File: config.mk
export PLATFORM = sky130hd
export DESIGN_NAME = servo_host_port
export DESIGN_NICKNAME = d
export VERILOG_FILES = /design/src/rtl/servo_pkg.sv /design/src/rtl/clk_divider.sv /design/src/rtl/noise_shaper.sv /design/src/rtl/servo_host_port.sv
export SDC_FILE = /design/constraint.sdc
export NUM_CORES = 1
export LEC_CHECK = 0
export BUFFER_PORTS_ARGS = -buffer_cell sky130_fd_sc_hd__buf_2
export CAP_MARGIN = 20
export CELL_PAD_IN_SITES_DETAIL_PLACEMENT = 1
export CELL_PAD_IN_SITES_GLOBAL_PLACEMENT = 1
export CORE_MARGIN = 4
export CORE_UTILIZATION = 35
export DETAILED_ROUTE_END_ITERATION = 8
export PLACE_DENSITY_LB_ADDON = 0.1
export REMOVE_ABC_BUFFERS = 1
export SKIP_LAST_GASP = 1
export SLEW_MARGIN = 0
export SYNTH_ARGS = -nofsm -noshare
export SYNTH_HDL_FRONTEND = slang
export SYNTH_SLANG_ARGS = --single-unit
File: constraint.sdc
create_clock -name core_clk_i -period 7.8 [get_ports core_clk_i]
set_input_delay 1.56 -clock core_clk_i [delete_from_list [all_inputs] [get_ports core_clk_i]]
set_output_delay 1.56 -clock core_clk_i [all_outputs]
set_load 0.02 [all_outputs]
File: src/rtl/servo_pkg.sv
/*
  Shared constants and types of the servo host port: command layout,
  serial framing timing, clock divider settings, actuator stream rate.
  Assumes a 20 MHz core clock; nothing else.
*/
package servo_pkg;

  // Core clock and its period
  localparam int CLK_HZ        = 20_000_000;
  localparam int CLK_PERIOD_NS = 50;

  // Idle time on the framing line that closes a transaction
  localparam int FRAME_GAP_NS  = 10_000;
  // Least time, so rounded up
  localparam int FRAME_GAP_CYC =
    (FRAME_GAP_NS + CLK_PERIOD_NS - 1) / CLK_PERIOD_NS;
  localparam int GAP_W         = 8;

  // Byte framing
  localparam logic [3:0] BYTE_BITS   = 4'h8;
  localparam int         BYTE_W      = 8;
  localparam logic [2:0] MAX_WR_BYTES = 3'h7;
  localparam logic [2:0] MAX_RD_BYTES = 3'h5;

  // Command codes
  localparam logic [3:0] CODE_CLOCK  = 4'h0;
  localparam logic [3:0] CODE_FOCUS  = 4'h1;
  localparam logic [3:0] CODE_RADIAL = 4'h2;
  localparam logic [3:0] CODE_SLEDGE = 4'h3;
  localparam logic [3:0] CODE_LASER  = 4'h4;

  // Divisor selections and reset values
  localparam logic [1:0] DIV_SEL_2   = 2'h0;
  localparam logic [1:0] DIV_SEL_3   = 2'h1;
  localparam logic [1:0] DIV_SEL_4   = 2'h2;
  localparam logic [1:0] DIV_SEL_RST = 2'h2;
  localparam logic       DBL_RST     = 1'b0;
  localparam logic [2:0] DIV_N_2     = 3'h2;
  localparam logic [2:0] DIV_N_3     = 3'h3;
  localparam logic [2:0] DIV_N_4     = 3'h4;

  // Actuator stream: fractional rate generator
  localparam int ACT_RATE_HZ = 1_058_400;
  localparam int NCO_DIV     = 800;
  localparam int NCO_W       = 15;
  localparam logic [NCO_W-1:0] NCO_STEP = NCO_W'(ACT_RATE_HZ / NCO_DIV);
  localparam logic [NCO_W-1:0] NCO_MOD  = NCO_W'(CLK_HZ / NCO_DIV);
  localparam logic [7:0] ACT_LEVEL_RST  = 8'h80;
  localparam int         ACT_NUM        = 3;

  // Laser reset state: off
  localparam logic LASER_ON_RST = 1'b0;

  // Command byte: direction, write count, code
  typedef struct packed {
    logic       rd;
    logic [2:0] cnt;
    logic [3:0] code;
  } cmd_type;

  // Clock configuration data byte
  typedef struct packed {
    logic [4:0] rsvd;
    logic       dbl;
    logic [1:0] div_sel;
  } clk_cfg_type;

  // One written data byte handed to the servo core
  typedef struct packed {
    logic [3:0] code;
    logic [2:0] index;
    logic [7:0] data;
  } wr_beat_type;

  // Port state, one-hot
  typedef enum logic [2:0] {
    ST_CMD = 3'b001,
    ST_WR  = 3'b010,
    ST_RD  = 3'b100
  } port_state_type;

endpackage

File: src/rtl/clk_divider.sv
/*
  System clock divider and clock buffer output select.
  Assumes the core clock stands for the oscillator; outputs are flops.
*/
`timescale 1ns/1ps
module clk_divider (
  // Clock and reset
  input  wire logic       core_clk_i,
  input  wire logic       rst_n_i,
  // Configuration
  input  wire logic [1:0] div_sel_i,
  input  wire logic       dbl_i,
  // Clocks out
  output logic            sys_clk_o,
  output logic            buf_clk_o
);

  logic [2:0] cnt_ff;   // Phase within one system period
  logic [2:0] div_n;    // Selected divisor
  logic [2:0] half_n;   // High phase length
  logic [2:0] nxt_cnt;  // Next phase

  // Divide by 2, 3 or 4; unknown code falls back to 4
  assign div_n  = (div_sel_i == servo_pkg::DIV_SEL_2) ? servo_pkg::DIV_N_2 :
                  (div_sel_i == servo_pkg::DIV_SEL_3) ? servo_pkg::DIV_N_3 :
                  servo_pkg::DIV_N_4;
  assign half_n = div_n >> 1;
  // Wrap also covers a divisor shrinking mid-period
  assign nxt_cnt = (cnt_ff + 3'h1 >= div_n) ? 3'h0 : cnt_ff + 3'h1;

  // Phase counter and output flops
  always_ff @(posedge core_clk_i) begin
    if (!rst_n_i) begin
      cnt_ff    <= 3'h0;
      sys_clk_o <= 1'b0;
      buf_clk_o <= 1'b0;
    end else begin
      cnt_ff    <= nxt_cnt;
      sys_clk_o <= (nxt_cnt < half_n);
      // Doubled rate follows inverted phase bit 0, so only divide by 4 yields twice the rate
      buf_clk_o <= dbl_i ? ~nxt_cnt[0] : (nxt_cnt < half_n);
    end
  end

endmodule

File: src/rtl/noise_shaper.sv
/*
  First-order one-bit noise shaper for one actuator channel.
  Assumes tick_i is a one-cycle strobe at the stream rate.
*/
`timescale 1ns/1ps
module noise_shaper #(
  parameter int W = 8
) (
  // Clock and reset
  input  wire logic         core_clk_i,
  input  wire logic         rst_n_i,
  // Level and rate
  input  wire logic [W-1:0] level_i,
  input  wire logic         tick_i,
  // One-bit stream
  output logic              bit_o
);

  logic [W-1:0] acc_ff;  // Error accumulator
  logic [W:0]   sum;     // Accumulator plus level, carry on top

  assign sum = {1'b0, acc_ff} + {1'b0, level_i};

  // Carry out is the stream bit, remainder feeds back
  always_ff @(posedge core_clk_i) begin
    if (!rst_n_i) begin
      acc_ff <= '0;
      bit_o  <= 1'b0;
    end else if (tick_i) begin
      acc_ff <= sum[W-1:0];
      bit_o  <= sum[W];
    end
  end

endmodule

File: src/rtl/servo_host_port.sv
/*
  Serial command port of the servo processor with clocking, actuator
  output stages and laser switch.
  Assumes serial pins sampled on the core clock, serial clock idling low
  and much slower than the core clock.
*/
// Operation
// - Serial clock is asynchronous to device clock
// - Framing line ends bytes, steers direction
// - Eight-bit words, most significant bit first
// - Data sampled on serial clock rising edge
// - Data line bidirectional, device drives reads
// - One command byte, up to seven data
// - First byte is command, picks direction
// - Write count taken from command byte
// - Reads return zero to five bytes
// - Actuators are one-bit streams at 1.0584 MHz
// - Reset low puts actuator drivers high-impedance
// - System clock is oscillator divided 2/3/4
// - Supports 8.4672, 11.2896, 16.9344 MHz sources; code assumes a 20 MHz core clock for the stream rate
// - Buffer output gives system or double clock; code doubles only at divide by 4
// - Reset initialises all logic and outputs
// - Laser switch open-drain, low means off
`timescale 1ns/1ps
module servo_host_port #(
  parameter int GAP_CYC = servo_pkg::FRAME_GAP_CYC
) (
  // Clock and reset
  input  wire logic                     core_clk_i,
  input  wire logic                     rst_n_i,
  // Serial bus
  input  wire logic                     serial_clock_line_i,
  input  wire logic                     serial_framing_line_i,
  input  wire logic                     serial_data_line_i,
  output logic                          serial_data_line_o,
  output logic                          serial_data_line_oe_o,
  // Servo core side
  input  wire logic [39:0]              rd_bytes_i,
  output servo_pkg::wr_beat_type        wr_beat_o,
  output logic                          wr_valid_o,
  // Actuator stages
  output logic [servo_pkg::ACT_NUM-1:0] actuator_o,
  output logic [servo_pkg::ACT_NUM-1:0] actuator_oe_o,
  // Laser switch
  output logic                          laser_drive_switch_o,
  output logic                          laser_drive_switch_oe_o,
  // Clocks
  output logic                          sys_clk_o,
  output logic                          clock_buffer_output_o
);

  // Synchronisers: meta stage read only by the next stage
  logic [2:0] meta_ff;     // {clock, framing, data} first stage
  logic [2:0] sync_ff;     // Second stage
  logic [1:0] prev_ff;     // Delayed {clock, framing}
  // Port state
  servo_pkg::port_state_type st_ff;
  servo_pkg::port_state_type nxt_st;
  logic [3:0]  bit_cnt_ff;  // Bits in current byte
  logic [7:0]  shift_ff;    // Received byte
  logic [7:0]  tx_ff;       // Byte being returned
  logic [39:0] rd_buf_ff;   // Read bytes captured at command
  logic [2:0]  remain_ff;   // Write bytes still due
  logic [2:0]  index_ff;    // Data byte number
  logic [3:0]  code_ff;     // Active command code
  logic [servo_pkg::GAP_W-1:0] gap_ff; // Framing idle time
  // Configuration
  logic [1:0]  div_sel_ff;  // Divisor select
  logic        dbl_ff;      // Doubled buffer clock
  logic [7:0]  lvl_ff [servo_pkg::ACT_NUM]; // Actuator levels
  // Stream rate generator
  logic [servo_pkg::NCO_W-1:0] nco_ff;
  logic [servo_pkg::NCO_W:0]   nco_sum;
  logic                        tick;

  // Decoded events
  logic scl_rise, scl_fall, frm_low, frm_rise, frm_fall;
  logic byte_ok, gap_hit, rd_load, wr_take, cmd_take;
  servo_pkg::cmd_type     cmd;
  servo_pkg::clk_cfg_type cfg_in;
  servo_pkg::clk_cfg_type cfg_now;

  assign scl_rise = sync_ff[2] & ~prev_ff[1];
  assign scl_fall = ~sync_ff[2] & prev_ff[1];
  assign frm_low  = ~sync_ff[1];
  assign frm_rise = sync_ff[1] & ~prev_ff[0];
  assign frm_fall = ~sync_ff[1] & prev_ff[0];
  // A byte counts with eight or more bits; the bit count stops at eight
  assign byte_ok  = frm_rise && (bit_cnt_ff == servo_pkg::BYTE_BITS);
  assign gap_hit  = (gap_ff == servo_pkg::GAP_W'(GAP_CYC));
  assign cmd      = servo_pkg::cmd_type'(shift_ff);
  assign cfg_in   = servo_pkg::clk_cfg_type'(shift_ff);
  assign cfg_now  = '{rsvd: '0, dbl: dbl_ff, div_sel: div_sel_ff};
  assign cmd_take = byte_ok && (st_ff == servo_pkg::ST_CMD);
  assign wr_take  = byte_ok && (st_ff == servo_pkg::ST_WR);
  assign rd_load  = frm_fall && (st_ff == servo_pkg::ST_RD)
                    && (index_ff < servo_pkg::MAX_RD_BYTES);
  assign nco_sum  = {1'b0, nco_ff} + {1'b0, servo_pkg::NCO_STEP};
  assign tick     = (nco_sum >= {1'b0, servo_pkg::NCO_MOD});

  // Pin synchronisers and edge history
  always_ff @(posedge core_clk_i) begin
    if (!rst_n_i) begin
      // Idle levels: clock low, framing high, so no false edge
      meta_ff <= 3'h2;
      sync_ff <= 3'h2;
      prev_ff <= 2'h1;
    end else begin
      meta_ff <= {serial_clock_line_i, serial_framing_line_i,
                  serial_data_line_i};
      sync_ff <= meta_ff;
      prev_ff <= sync_ff[2:1];
    end
  end

  // Transaction state
  always_comb begin
    nxt_st = st_ff;
    unique case (st_ff)
      servo_pkg::ST_CMD: begin
        if (cmd_take && cmd.rd) begin
          nxt_st = servo_pkg::ST_RD;
        end else if (cmd_take && (cmd.cnt != 3'h0)) begin
          nxt_st = servo_pkg::ST_WR;
        end
      end
      servo_pkg::ST_WR: begin
        if (wr_take && (remain_ff == 3'h1)) begin
          nxt_st = servo_pkg::ST_CMD;
        end
      end
      servo_pkg::ST_RD: begin
        if (byte_ok &&
            (index_ff + 3'h1 == servo_pkg::MAX_RD_BYTES)) begin
          nxt_st = servo_pkg::ST_CMD;
        end
      end
      default: nxt_st = servo_pkg::ST_CMD;
    endcase
    // Framing idle closes early-ended transfers
    if (gap_hit) begin
      nxt_st = servo_pkg::ST_CMD;
    end
  end

  // Bit shifter, byte bookkeeping
  always_ff @(posedge core_clk_i) begin
    if (!rst_n_i) begin
      st_ff      <= servo_pkg::ST_CMD;
      bit_cnt_ff <= 4'h0;
      shift_ff   <= 8'h00;
      remain_ff  <= 3'h0;
      index_ff   <= 3'h0;
      code_ff    <= 4'h0;
      gap_ff     <= '0;
    end else begin
      st_ff <= nxt_st;
      // Sample on rising serial clock, MSB enters first
      if (scl_rise && frm_low) begin
        shift_ff   <= {shift_ff[6:0], sync_ff[0]};
        if (bit_cnt_ff != servo_pkg::BYTE_BITS) begin
          bit_cnt_ff <= bit_cnt_ff + 4'h1;
        end
      end else if (frm_rise) begin
        bit_cnt_ff <= 4'h0;
      end
      // Framing idle counter
      if (frm_low) begin
        gap_ff <= '0;
      end else if (!gap_hit) begin
        gap_ff <= gap_ff + 1'b1;
      end
      if (cmd_take) begin
        code_ff   <= cmd.code;
        remain_ff <= cmd.cnt;
        index_ff  <= 3'h0;
      end else if (wr_take) begin
        remain_ff <= remain_ff - 3'h1;
        index_ff  <= index_ff + 3'h1;
      end else if (byte_ok && st_ff == servo_pkg::ST_RD) begin
        index_ff  <= index_ff + 3'h1;
      end
    end
  end

  // Read path: capture, load, shift out on falling clock
  always_ff @(posedge core_clk_i) begin
    if (!rst_n_i) begin
      rd_buf_ff             <= 40'h0;
      tx_ff                 <= 8'h00;
      serial_data_line_o    <= 1'b0;
      serial_data_line_oe_o <= 1'b0;
    end else begin
      if (cmd_take && cmd.rd) begin
        rd_buf_ff <= (cmd.code == servo_pkg::CODE_CLOCK) ?
                     {cfg_now, 32'h0} : rd_bytes_i;
      end else if (rd_load) begin
        rd_buf_ff <= {rd_buf_ff[31:0], 8'h00};
      end
      if (rd_load) begin
        tx_ff                 <= {rd_buf_ff[38:32], 1'b0};
        serial_data_line_o    <= rd_buf_ff[39];
        serial_data_line_oe_o <= 1'b1;
      end else if (scl_fall && frm_low && st_ff == servo_pkg::ST_RD) begin
        tx_ff              <= {tx_ff[6:0], 1'b0};
        serial_data_line_o <= tx_ff[7];
      end else if (!frm_low || st_ff != servo_pkg::ST_RD) begin
        serial_data_line_oe_o <= 1'b0;
      end
    end
  end

  // Written data: configuration and hand-over to the servo core
  always_ff @(posedge core_clk_i) begin
    if (!rst_n_i) begin
      div_sel_ff  <= servo_pkg::DIV_SEL_RST;
      dbl_ff      <= servo_pkg::DBL_RST;
      laser_drive_switch_oe_o <= ~servo_pkg::LASER_ON_RST;
      wr_valid_o  <= 1'b0;
      wr_beat_o   <= '0;
      for (int i = 0; i < servo_pkg::ACT_NUM; i++) begin
        lvl_ff[i] <= servo_pkg::ACT_LEVEL_RST;
      end
    end else begin
      wr_valid_o <= wr_take;
      if (wr_take) begin
        wr_beat_o <= '{code: code_ff, index: index_ff, data: shift_ff};
      end
      if (wr_take && code_ff == servo_pkg::CODE_CLOCK) begin
        div_sel_ff <= cfg_in.div_sel;
        dbl_ff     <= cfg_in.dbl;
      end
      if (wr_take && code_ff == servo_pkg::CODE_LASER) begin
        laser_drive_switch_oe_o <= ~shift_ff[0];
      end
      for (int i = 0; i < servo_pkg::ACT_NUM; i++) begin
        if (wr_take && code_ff == 4'(i + 1)) begin
          lvl_ff[i] <= shift_ff;
        end
      end
    end
  end

  // Stream rate generator and output enables
  always_ff @(posedge core_clk_i) begin
    if (!rst_n_i) begin
      nco_ff               <= '0;
      actuator_oe_o        <= '0;
      laser_drive_switch_o <= 1'b0;
    end else begin
      nco_ff <= tick ? servo_pkg::NCO_W'(nco_sum - servo_pkg::NCO_MOD)
                     : nco_sum[servo_pkg::NCO_W-1:0];
      actuator_oe_o        <= '1;
      laser_drive_switch_o <= 1'b0;
    end
  end

  // Focus, radial and sledge streams
  for (genvar g = 0; g < servo_pkg::ACT_NUM; g++) begin : g_act
    noise_shaper #(.W(8)) u_shaper (
      .core_clk_i (core_clk_i),
      .rst_n_i    (rst_n_i),
      .level_i    (lvl_ff[g]),
      .tick_i     (tick),
      .bit_o      (actuator_o[g])
    );
  end

  // System clock and buffer output
  clk_divider u_div (
    .core_clk_i (core_clk_i),
    .rst_n_i    (rst_n_i),
    .div_sel_i  (div_sel_ff),
    .dbl_i      (dbl_ff),
    .sys_clk_o  (sys_clk_o),
    .buf_clk_o  (clock_buffer_output_o)
  );
endmodule

==> results of run 1 <==
-- power by group --
part / leakage [nW] / switching, mW / internal (mW) / total [mW]
Sequential: 1.50 / 0.0426 / 0.977 / 1.02
Clock: 0.275 / 0.419 / 0.425 / 0.844
Combinational: 1.94 / 0.133 / 0.0960 / 0.229
Total: 3.72 / 0.594 / 1.50 / 2.09
-- worst max-delay path: stages --
cell and delay [ns]:
buf_2 0.09, buf_4 0.26, inv_4 0.38, buf_4 0.78, nor2_1 0.10, mux2_1 0.30
-- synth_stat cells, drive strengths merged (3+ instances only) --
master,count
dfxtp,158
nand2,134
nor2,103
a21oi,97
nand3,54
clkbuf,47
o21ai,43
ha,39
inv,39
a31oi,36
buf,26
edfxtp,24
xnor2,21
and2,19
mux2i,17
nor3,17
xor2,16
nand2b,12
o21a,9
and3,8
a211oi,7
a222oi,7
nor2b,7
nor3b,7
nor4,6
o211ai,6
a21o,5
or4b,5
a21boi,4
a221oi,4
o31ai,4
o41ai,4
or2,4
or3,4
or4,4
fa,3
nand4,3
o221a,3
o22ai,3
o31a,3
-- routing by layer --
metal / track usage (%) / up-vias / routed length (um)
met5: 0 / - / 0
met1: 21.9 / 3553 / 11100
met4: 4.23 / 0 / 250
met3: 2.94 / 18 / 649
li1: - / 3687 / -
met2: 28.4 / 70 / 11300
-- logic make-up after synthesis --
logic type	synth area share, %
AOI/OAI and AO/OA	18.2
xor gates and xnor gates	3.97
adders and majority gates	6.08
other	0.0416
and+or+nand+nor	20.9
DFF	43.1
buffers and inverters	5.56
muxes	2.15
-- final cells by class --
type                            count  area (sq um)
Fill cell                        3004         15100
Tap cell                          330           413
Sequential cell                   182          3880
Clock inverter                     13           135
Inverter                           39           149
Clock buffer                       18           429
Multi-Input combinational cell    743          4640
Timing Repair Buffer               84           453
-- path summary, 6_finish.rpt --
check	from	endpoint	slack, ns	cells past startpoint
hold reg to reg	meta_ff[1]$_SDFF_PN1_	sync_ff[1]$_SDFF_PN1_	0.42	1
hold / removal	meta_ff[1]$_SDFF_PN1_	sync_ff[1]$_SDFF_PN1_	0.42	1
setup / recovery	rst_n_i	nco_ff[8]$_SDFF_PN0_	4.60	6
setup reg to reg	bit_cnt_ff[0]$_SDFFE_PN0P_	lvl_ff[0][15]$_DFFE_PP_	4.61	8
-- state kept, by name, summed over array words and instances, names as in the netlist, 2 cells and up --
register	count
remain_ff	3
prev_ff	2
st_ff	3
bit_cnt_ff	4
div_sel_ff	2
g_act.u_shaper.acc_ff	24
meta_ff	3
gap_ff	8
g_act.u_shaper.bit_o	3
rd_buf_ff	40
code_ff	4
cfg_in	8
lvl_ff	24
index_ff	3
wr_beat_o	15
u_div.cnt_ff	3
nco_ff	15
tx_ff	7
sync_ff	3
-- stage by stage --
stage / worst slack (ns) / total power, mW / instance area, sq um
after floorplan: 4.64 / 1.20 / 8660
after global placement: 4.05 / 1.27 / 9540
after detailed placement: 4.04 / 1.27 / 9540
after CTS: 4.52 / 2.12 / 10100
after global routing: 4.35 / 2.19 / 10100
final: 4.60 / 2.09 / 10100
==> results.yml, run 1 <==
layout:
  syn_to_final_growth_pct: 12.1
  mostFrequentLayoutCells: "158 x dfxtp_1, 134 x nand2_1, 102 x nor2_1, 92 x a21oi_1, 71 x buf_2"
  drive_gt1_share_pct: 13.4
  antenna_cells: 0
  instances_no_fill: 1409
  final_common_cell: "dfxtp_1"
  utilization_pct: 40.0
  nets: 1154
detailed_routing:
  drtAntennaViolNets: 0
  dr.first_iter.drc_count: 401
  drc_errors: 0
  dr.pass1.iters: 4
  wire_per_inst_um: 16.5
  vias: 7328
  finalWirelength_um: 23300
  vias_per_cell: 5.20
clock_tree:
  htreeDepth: 4
  cts_hold_buf: 0
  post_cts_buffers: 0
  cts_inserted_buffers: 17
  clk_pin_slew_ns: 0.08
  clk_latency_ns: 0.44
  post_cts_resized: 0
  cts_root_buf: "clkbuf_16"
  clk_path_buf_depth: 2
  clock-sinks: 182
  cts_tree: "built"
timing:
  period_share_pct: 41.1
  skew_ns: 0.0147
  setup_viol_count_final: 0
  drv_slew: 0
  final_hold_viol_count: 0
  rsz0062_at_grt: "false"
  worstMarginPinSlew_ns: 0.937
  relSlewSlack_pct: 37.5
  whs_ns: 0.418
  max_freq_ghz: 0.312
  finalSetupTns_ns: 0
  min_period_ns: 3.20
logic_synthesis:
  yosysWarnings: 0
  yosysTopAreaCell: "dfxtp_1"
  synth_area_leaders: "dfxtp_1 35%, edfxtp_1 8.0%, nand2_1 5.6%"
  synth_seq_area_share_pct: 43.1
  ys_async_sr_fraction_pct: 0
  syn_avg_cell_area_sq_um: 8.70
  synth_seq_cells: 182
  synth-edff-count: 24
  synth_top_area_share_pct: 35.1
  synthFlopType: "dfxtp_1"
  synthCells: 1037
  yosysUniqueCellTypes: 86
  syn_area_sq_um: 9020
global_route:
  grt_max_degree: 82
  grt.total_usage_pct: 16.6
  gr-total-overflow: 0
  antenna_found_initial: 0
  grt_pass1_wl_um: 38700
  grt_pass1_vias: 7426
die:
  die_area_sq_um: 28400
  pin_count: 73
  die_w_um: 169
  initial_core_util_pct: 35.7
  fp.coreArea_sq_um: 25300
  rows: 58
  die_height_um: 169
placed_design:
  dpl.hpwl_um: 15600
  portBuffers: 71
  gp_congestion: 0.750
  placed_cells: 1378
worst_setup_path:
  cp_data_required_time_ns: 8.13
  crit_arrival_ns: 3.53
  path_max_fanout: 81
  critPathKind: "in -> reg"
  cp-end-kind: "register"
  worstSetupStartpointType: "input pin"
power:
  p_leak_nw: 3.72
  ir_drop_mv: 0.139
  powerDensity_nw_per_um2: 207
run:
  drv_cap: 0
status:
  status: "complete, no violations"
worst_hold_path:
  hold_class: "reg -> reg"
Power figures use the tool's default switching activity.
==> inputs of run 2 (changes only) <==
Settings changed: ABC_AREA set to 1.
Clock period 7.8 ns to 2.9 ns, I/O delays scaled along.
==> run 2 against run 1 <==
Effect of this change: setup slack worse by 4.2 ns; routed wire length shrank 6.4%; clock skew grew 0.0041 ns; global-route usage decreased by 0.50 points; sequential share of layout area is 0.51 points higher; synthesized cell count up 9.5%; count of clock-buffer cells in the layout unchanged; critical path type is now reg -> reg.
==> results.yml, run 2 <==
clock_tree:
  clk_path_buf_depth: 2
  clk_pin_slew_ns: 0.08
  htreeDepth: 4
  cts_tree: "built"
  cts_root_buf: "clkbuf_16"
  clock-sinks: 182
  clk_latency_ns: 0.44
  cts_hold_buf: 0
  cts_inserted_buffers: 17
timing:
  setup_viol_count_final: 0
  relSlewSlack_pct: 42.1
  finalSetupTns_ns: 0
  max_freq_ghz: 0.406
  final_hold_viol_count: 0
  min_period_ns: 2.46
  worstMarginPinSlew_ns: 0.861
  rsz0062_at_grt: "false"
  drv_slew: 0
  skew_ns: 0.0188
  period_share_pct: 85.0
worst_setup_path:
  reg2reg_depth: 16
  cp_data_required_time_ns: 3.25
  crit_arrival_ns: 2.82
  crit_start: "nco_ff[0]$_SDFF_PN0_"
  rr_endpoint: "g_act[0].u_shaper.acc_ff[2]$_SDFFE_PN0P_"
  regToRegSetupSlack_ns: 0.44
  worstSetupStartpointType: "register"
  critPathKind: "reg -> reg"
  cp-end-kind: "register"
  cp-endpoint: "g_act[0].u_shaper.acc_ff[2]$_SDFFE_PN0P_"
  timing.rr.start: "nco_ff[0]$_SDFF_PN0_"
  path_max_fanout: 21
run:
  drv_cap: 0
detailed_routing:
  finalWirelength_um: 21800
  wire_per_inst_um: 14.3
  drc_errors: 0
  dr.first_iter.drc_count: 308
  vias: 7410
  drtAntennaViolNets: 0
  vias_per_cell: 4.84
  dr.pass1.iters: 5
global_route:
  grt.total_usage_pct: 16.1
  gr-total-overflow: 0
  antenna_found_initial: 0
  grt_pass1_vias: 7519
  grt_pass1_wl_um: 37400
  grt_max_degree: 99
layout:
  reg.largest.list: "rd_buf_ff (40), g_act.u_shaper.acc_ff (24), lvl_ff (24)"
  largest_reg_flops: 40
  instances_no_fill: 1530
  largest_register: "rd_buf_ff"
  drive_gt1_share_pct: 12.4
  syn_to_final_growth_pct: 14.1
  final_common_cell: "nand2_1"
  antenna_cells: 0
  utilization_pct: 40.8
  mostFrequentLayoutCells: "301 x nand2_1, 158 x dfxtp_1, 109 x inv_1, 104 x a21oi_1, 88 x nand3_1"
  nets: 1280
power:
  powerDensity_nw_per_um2: 562
  ir_drop_mv: 0.269
  p_leak_nw: 4.12
logic_synthesis:
  synth-edff-count: 24
  synthFlopType: "dfxtp_1"
  synthCells: 1135
  yosysUniqueCellTypes: 42
  synth_top_area_share_pct: 36.2
  synthTopCellsByCount: "301 x nand2_1, 158 x dfxtp_1, 109 x inv_1, 104 x a21oi_1, 88 x nand3_1"
  syn_area_sq_um: 8740
  synth.most_common_cell: "nand2_1"
  synth_area_leaders: "dfxtp_1 36%, nand2_1 13%, edfxtp_1 8.2%"
  syn_avg_cell_area_sq_um: 7.70
  yosysWarnings: 0
  synth_seq_area_share_pct: 44.4
  synth_seq_cells: 182
  ys_async_sr_fraction_pct: 0
  yosysTopAreaCell: "dfxtp_1"
die:
  pin_count: 73
  rows: 57
  initial_core_util_pct: 35.7
  die_w_um: 166
  die_height_um: 166
  fp.coreArea_sq_um: 24500
  die_area_sq_um: 27600
worst_hold_path:
  hold_class: "in -> reg"
placed_design:
  portBuffers: 71
  gp_congestion: 0.764
  placed_cells: 1498
  dpl.hpwl_um: 15600
status:
  status: "complete, no violations"
run 2: cell count changes after synthesis, sizes merged, moves of 12 or more:
cell    previous run  this run
nand2            134       307
clkbuf            47        25
mux2i             17         0
nand3             54        89
nor2             103        77
inv               39       117
nand2b            12         0
xnor2             21         6
and2              19         1
run 2: area by class of cell:
type                    count  area (sq um)
clock buffers              18           429
clock inverters            14           161
fillers                  3044         14500
inverters                 117           440
multi-input cells         788          4160
flip-flops and latches    182          3880
well taps                 324           405
repair buffers             87           492
run 2: cells by family (layout without fill, tap and decap cells):
kind of cell / after synthesis / after routing / synth area share, %
adder cells (fa/ha/maj): 42 / 42 / 6.27
other: 1 / 1 / 0.0429
flip-flops: 182 / 182 / 44.4
buffers and inverters: 165 / 236 / 8.11
AO/OA/AOI/OAI: 204 / 204 / 12.8
XOR/XNOR: 29 / 29 / 2.90
AND/OR/NAND/NOR: 512 / 512 / 25.4
run 2: layer usage:
layer / global-route usage [%] / routed length (um)
met1: 21.7 / 10800
met2: 27.0 / 10200
met3: 3.19 / 636
met4: 3.55 / 150
met5: 0 / 0
run 2: report_power, final:
part | switching, mW | total, mW | internal (mW)
clock network | 1.09 | 2.32 | 1.23
logic | 0.384 | 0.606 | 0.223
registers | 0.0571 | 2.68 | 2.63
total | 1.53 | 5.61 | 4.08
run 2: stage by stage:
| step | cell area [sq um] | setup WS [ns] | power, mW | hold slack [ns] |
|---|---|---|---|---|
| floorplan | 8470 | -0.0925 | 3.16 | 0.390 |
| global placement | 9380 | 0.472 | 3.35 | 0.397 |
| detailed placement | 9380 | 0.396 | 3.36 | 0.400 |
| CTS | 9970 | 0.354 | 5.70 | 0.306 |
| global route | 9970 | 0.0289 | 5.90 | 0.326 |
| finish | 9970 | 0.436 | 5.61 | 0.324 |
run 2: worst min path at each step:
stage                     cells past startpoint  slack, ns                     to             startpoint
after floorplan                               2       0.39  sync_ff[0]$_SDFF_PN0_  meta_ff[0]$_SDFF_PN0_
after global placement                        2       0.40  sync_ff[0]$_SDFF_PN0_  meta_ff[0]$_SDFF_PN0_
after detailed placement                      1       0.40  sync_ff[1]$_SDFF_PN1_  meta_ff[1]$_SDFF_PN1_
after CTS                                     2       0.31  meta_ff[1]$_SDFF_PN1_  serial_framing_line_i
after global routing                          2       0.33  meta_ff[1]$_SDFF_PN1_  serial_framing_line_i
final                                         3       0.32  meta_ff[0]$_SDFF_PN0_     serial_data_line_i
run 2: repair_timing:
action                     4_1_cts  5_1_grt
setup endpoints to repair        0        1
resized for setup                0        1
buffers inserted                 0        0
run 2: worst max-delay path, cell delays in order (launching register included):
cell,delay (ns)
dfxtp_1,0.36
inv_1,0.05
ha_1,0.20
inv_1,0.08
nand2_1,0.08
nand2_1,0.11
nand2_1,0.09
nand2_1,0.12
nand2_1,0.08
nand2_1,0.06
nand2_1,0.07
nand3_1,0.12
nor2_2,0.09
nor2_8,0.25
buf_4,0.33
nand3_1,0.12
a21oi_1,0.17
==> inputs of run 3 (changes only) <==
Clock period 2.9 ns to 2.5 ns, I/O delays scaled along.
==> run 3 against run 2 <==
Effect of this change: routed wire length rose by 5.4%; largest cell class unchanged; critical path depth unchanged; critical path type unchanged; fmax increased by 6.2%; clock power up 17%; largest power group unchanged; die area is the same; via count up 1.5%; non-clock buffer count grew 15.
==> results.yml, run 3 (synthesized netlist as in run 2, its figures left out) <==
status:
  status: "complete, no violations"
detailed_routing:
  drc_errors: 0
  dr.first_iter.drc_count: 285
  wire_per_inst_um: 14.8
  vias_per_cell: 4.86
  finalWirelength_um: 23000
  drtAntennaViolNets: 0
  vias: 7521
  dr.pass1.iters: 4
die:
  die_area_sq_um: 27600
  initial_core_util_pct: 35.7
  pin_count: 73
  fp.coreArea_sq_um: 24500
  die_height_um: 166
  rows: 57
  die_w_um: 166
layout:
  largest_register: "rd_buf_ff"
  utilization_pct: 41.9
  reg.largest.list: "rd_buf_ff (40), g_act.u_shaper.acc_ff (24), lvl_ff (24)"
  fillers: 3041
  drive_gt1_share_pct: 14.4
  syn_to_final_growth_pct: 17.2
  antenna_cells: 0
  nets: 1298
  finalInstanceArea_sq_um: 10200
  mostFrequentLayoutCells: "295 x nand2_1, 158 x dfxtp_1, 109 x inv_1, 104 x a21oi_1, 87 x nand3_1"
  final_common_cell: "nand2_1"
  largest_reg_flops: 40
global_route:
  antenna_found_initial: 0
  grt_max_degree: 99
  gr-total-overflow: 0
  grt.total_usage_pct: 16.4
  grt_pass1_vias: 7764
  grt_pass1_wl_um: 38000
worst_setup_path:
  timing.rr.start: "nco_ff[0]$_SDFF_PN0_"
  worstSetupStartpointType: "register"
  critPathKind: "reg -> reg"
  cp-end-kind: "register"
  path_max_fanout: 8
  crit_arrival_ns: 2.64
  rr_endpoint: "nco_ff[4]$_SDFF_PN0_"
  regToRegSetupSlack_ns: 0.18
  crit_start: "nco_ff[0]$_SDFF_PN0_"
  reg2reg_depth: 16
  cp_data_required_time_ns: 2.82
clock_tree:
  clk_pin_slew_ns: 0.08
  clock-sinks: 182
  cts_hold_buf: 0
  clk_path_buf_depth: 2
  cts_root_buf: "clkbuf_16"
  htreeDepth: 4
  clk_latency_ns: 0.44
  cts_tree: "built"
  cts_inserted_buffers: 17
placed_design:
  gp_congestion: 0.793
  place_area_sq_um: 9460
  dpl.hpwl_um: 16000
  portBuffers: 71
timing:
  setup_viol_count_final: 0
  min_period_ns: 2.32
  finalSetupTns_ns: 0
  max_freq_ghz: 0.431
  relSlewSlack_pct: 43.1
  worstMarginPinSlew_ns: 0.850
  final_hold_viol_count: 0
  drv_slew: 0
  period_share_pct: 92.8
  skew_ns: 0.0204
worst_hold_path:
  hold_class: "in -> reg"
  min_to: "meta_ff[1]$_SDFF_PN1_"
  min_from: "serial_framing_line_i"
  whs_path_depth: 2
power:
  netSwitchingFraction_pct: 28.7
  seq_power_share_pct: 47.4
  p_comb_share_pct: 11.2
  internal_power_mw: 4.68
  clkPwrFrac_pct: 41.4
  p_leak_nw: 4.26
  ir_drop_mv: 0.448
  p_switching_mw: 1.89
  powerDensity_nw_per_um2: 640
  power_mw: 6.56
run:
  drv_cap: 0
-- run 3: changes by cell type in the layout (fill, tap and decap cells not counted), sizes merged --
cell,before,now
buf,87,101
clkinv,9,6
nor2,77,78
bufinv,1,0
inv,121,126
nand2,307,309
-- run 3: per-layer routing --
| layer | routed length, um | track usage (%) | share of wire (%) |
|---|---|---|---|
| met5 | 0 | 0 | 0 |
| met4 | 104 | 3.01 | 0.45 |
| met3 | 596 | 3.93 | 2.6 |
| met2 | 11100 | 28.2 | 48 |
| met1 | 11100 | 21.3 | 48 |
-- run 3: layout make-up --
type                            instances  area (sq um)  share of cell area, %
Timing Repair Buffer                  102           681                   6.64
Multi-Input combinational cell        791          4240                   41.4
Inverter                              117           440                   4.30
Sequential cell                       182          3880                   37.9
Tap cell                              324           405                   3.96
Clock inverter                         15           170                   1.66
Clock buffer                           17           425                   4.15
-- run 3: critical path, stage by stage (launching register included) --
cell	delay (ns)
dfxtp_1	0.37
inv_1	0.06
ha_1	0.20
inv_1	0.08
nand2_1	0.10
nand2_2	0.09
nand2_1	0.10
nand2_2	0.10
nand2_1	0.07
nand3_1	0.10
nand3_2	0.14
nor2_4	0.17
nor2_8	0.07
buf_4	0.14
buf_4	0.16
a21boi_0	0.17
nor2_1	0.07
-- run 3: worst max-delay path by stage --
| stage | end | slack (ns) | cells after the start |
|---|---|---|---|
| final | nco_ff[4]$_SDFF_PN0_ | 0.18 | 16 |
| after global routing | nco_ff[4]$_SDFF_PN0_ | -0.01 | 16 |
| after CTS | g_act[1].u_shaper.acc_ff[2]$_SDFFE_PN0P_ | 0.09 | 16 |
| after detailed placement | g_act[1].u_shaper.acc_ff[5]$_SDFFE_PN0P_ | 0.12 | 16 |
| after global placement | nco_ff[4]$_SDFF_PN0_ | 0.20 | 17 |
| after floorplan | rd_buf_ff[32]$_SDFFE_PN0P_ | -0.49 | 12 |
-- run 3: power groups by stage --
| stage | Clock, mW | Combinational (mW) | Sequential (mW) |
|---|---|---|---|
| after floorplan | 0 | 0.484 | 3.18 |
| after global placement | 0 | 0.722 | 3.18 |
| after detailed placement | 0 | 0.733 | 3.18 |
| after CTS | 2.81 | 0.737 | 3.11 |
| after global routing | 2.94 | 0.855 | 3.12 |
| final | 2.72 | 0.734 | 3.11 |
-- run 3: repair_timing --
action / CTS / global route
resized for setup: 0 / 17
setup endpoints to repair: 0 / 38
hold endpoints to repair: 0 / 0
buffers inserted: 0 / 7
-- run 3: metrics by stage --
step                      worst slack [ns]  std cells  hold slack [ns]
after global placement               0.203       1505            0.396
after floorplan                     -0.493       1087            0.390
after detailed placement             0.122       1505            0.401
after CTS                           0.0923       1537            0.217
final                                0.181       1548            0.246
after global routing               -0.0102       1548            0.221
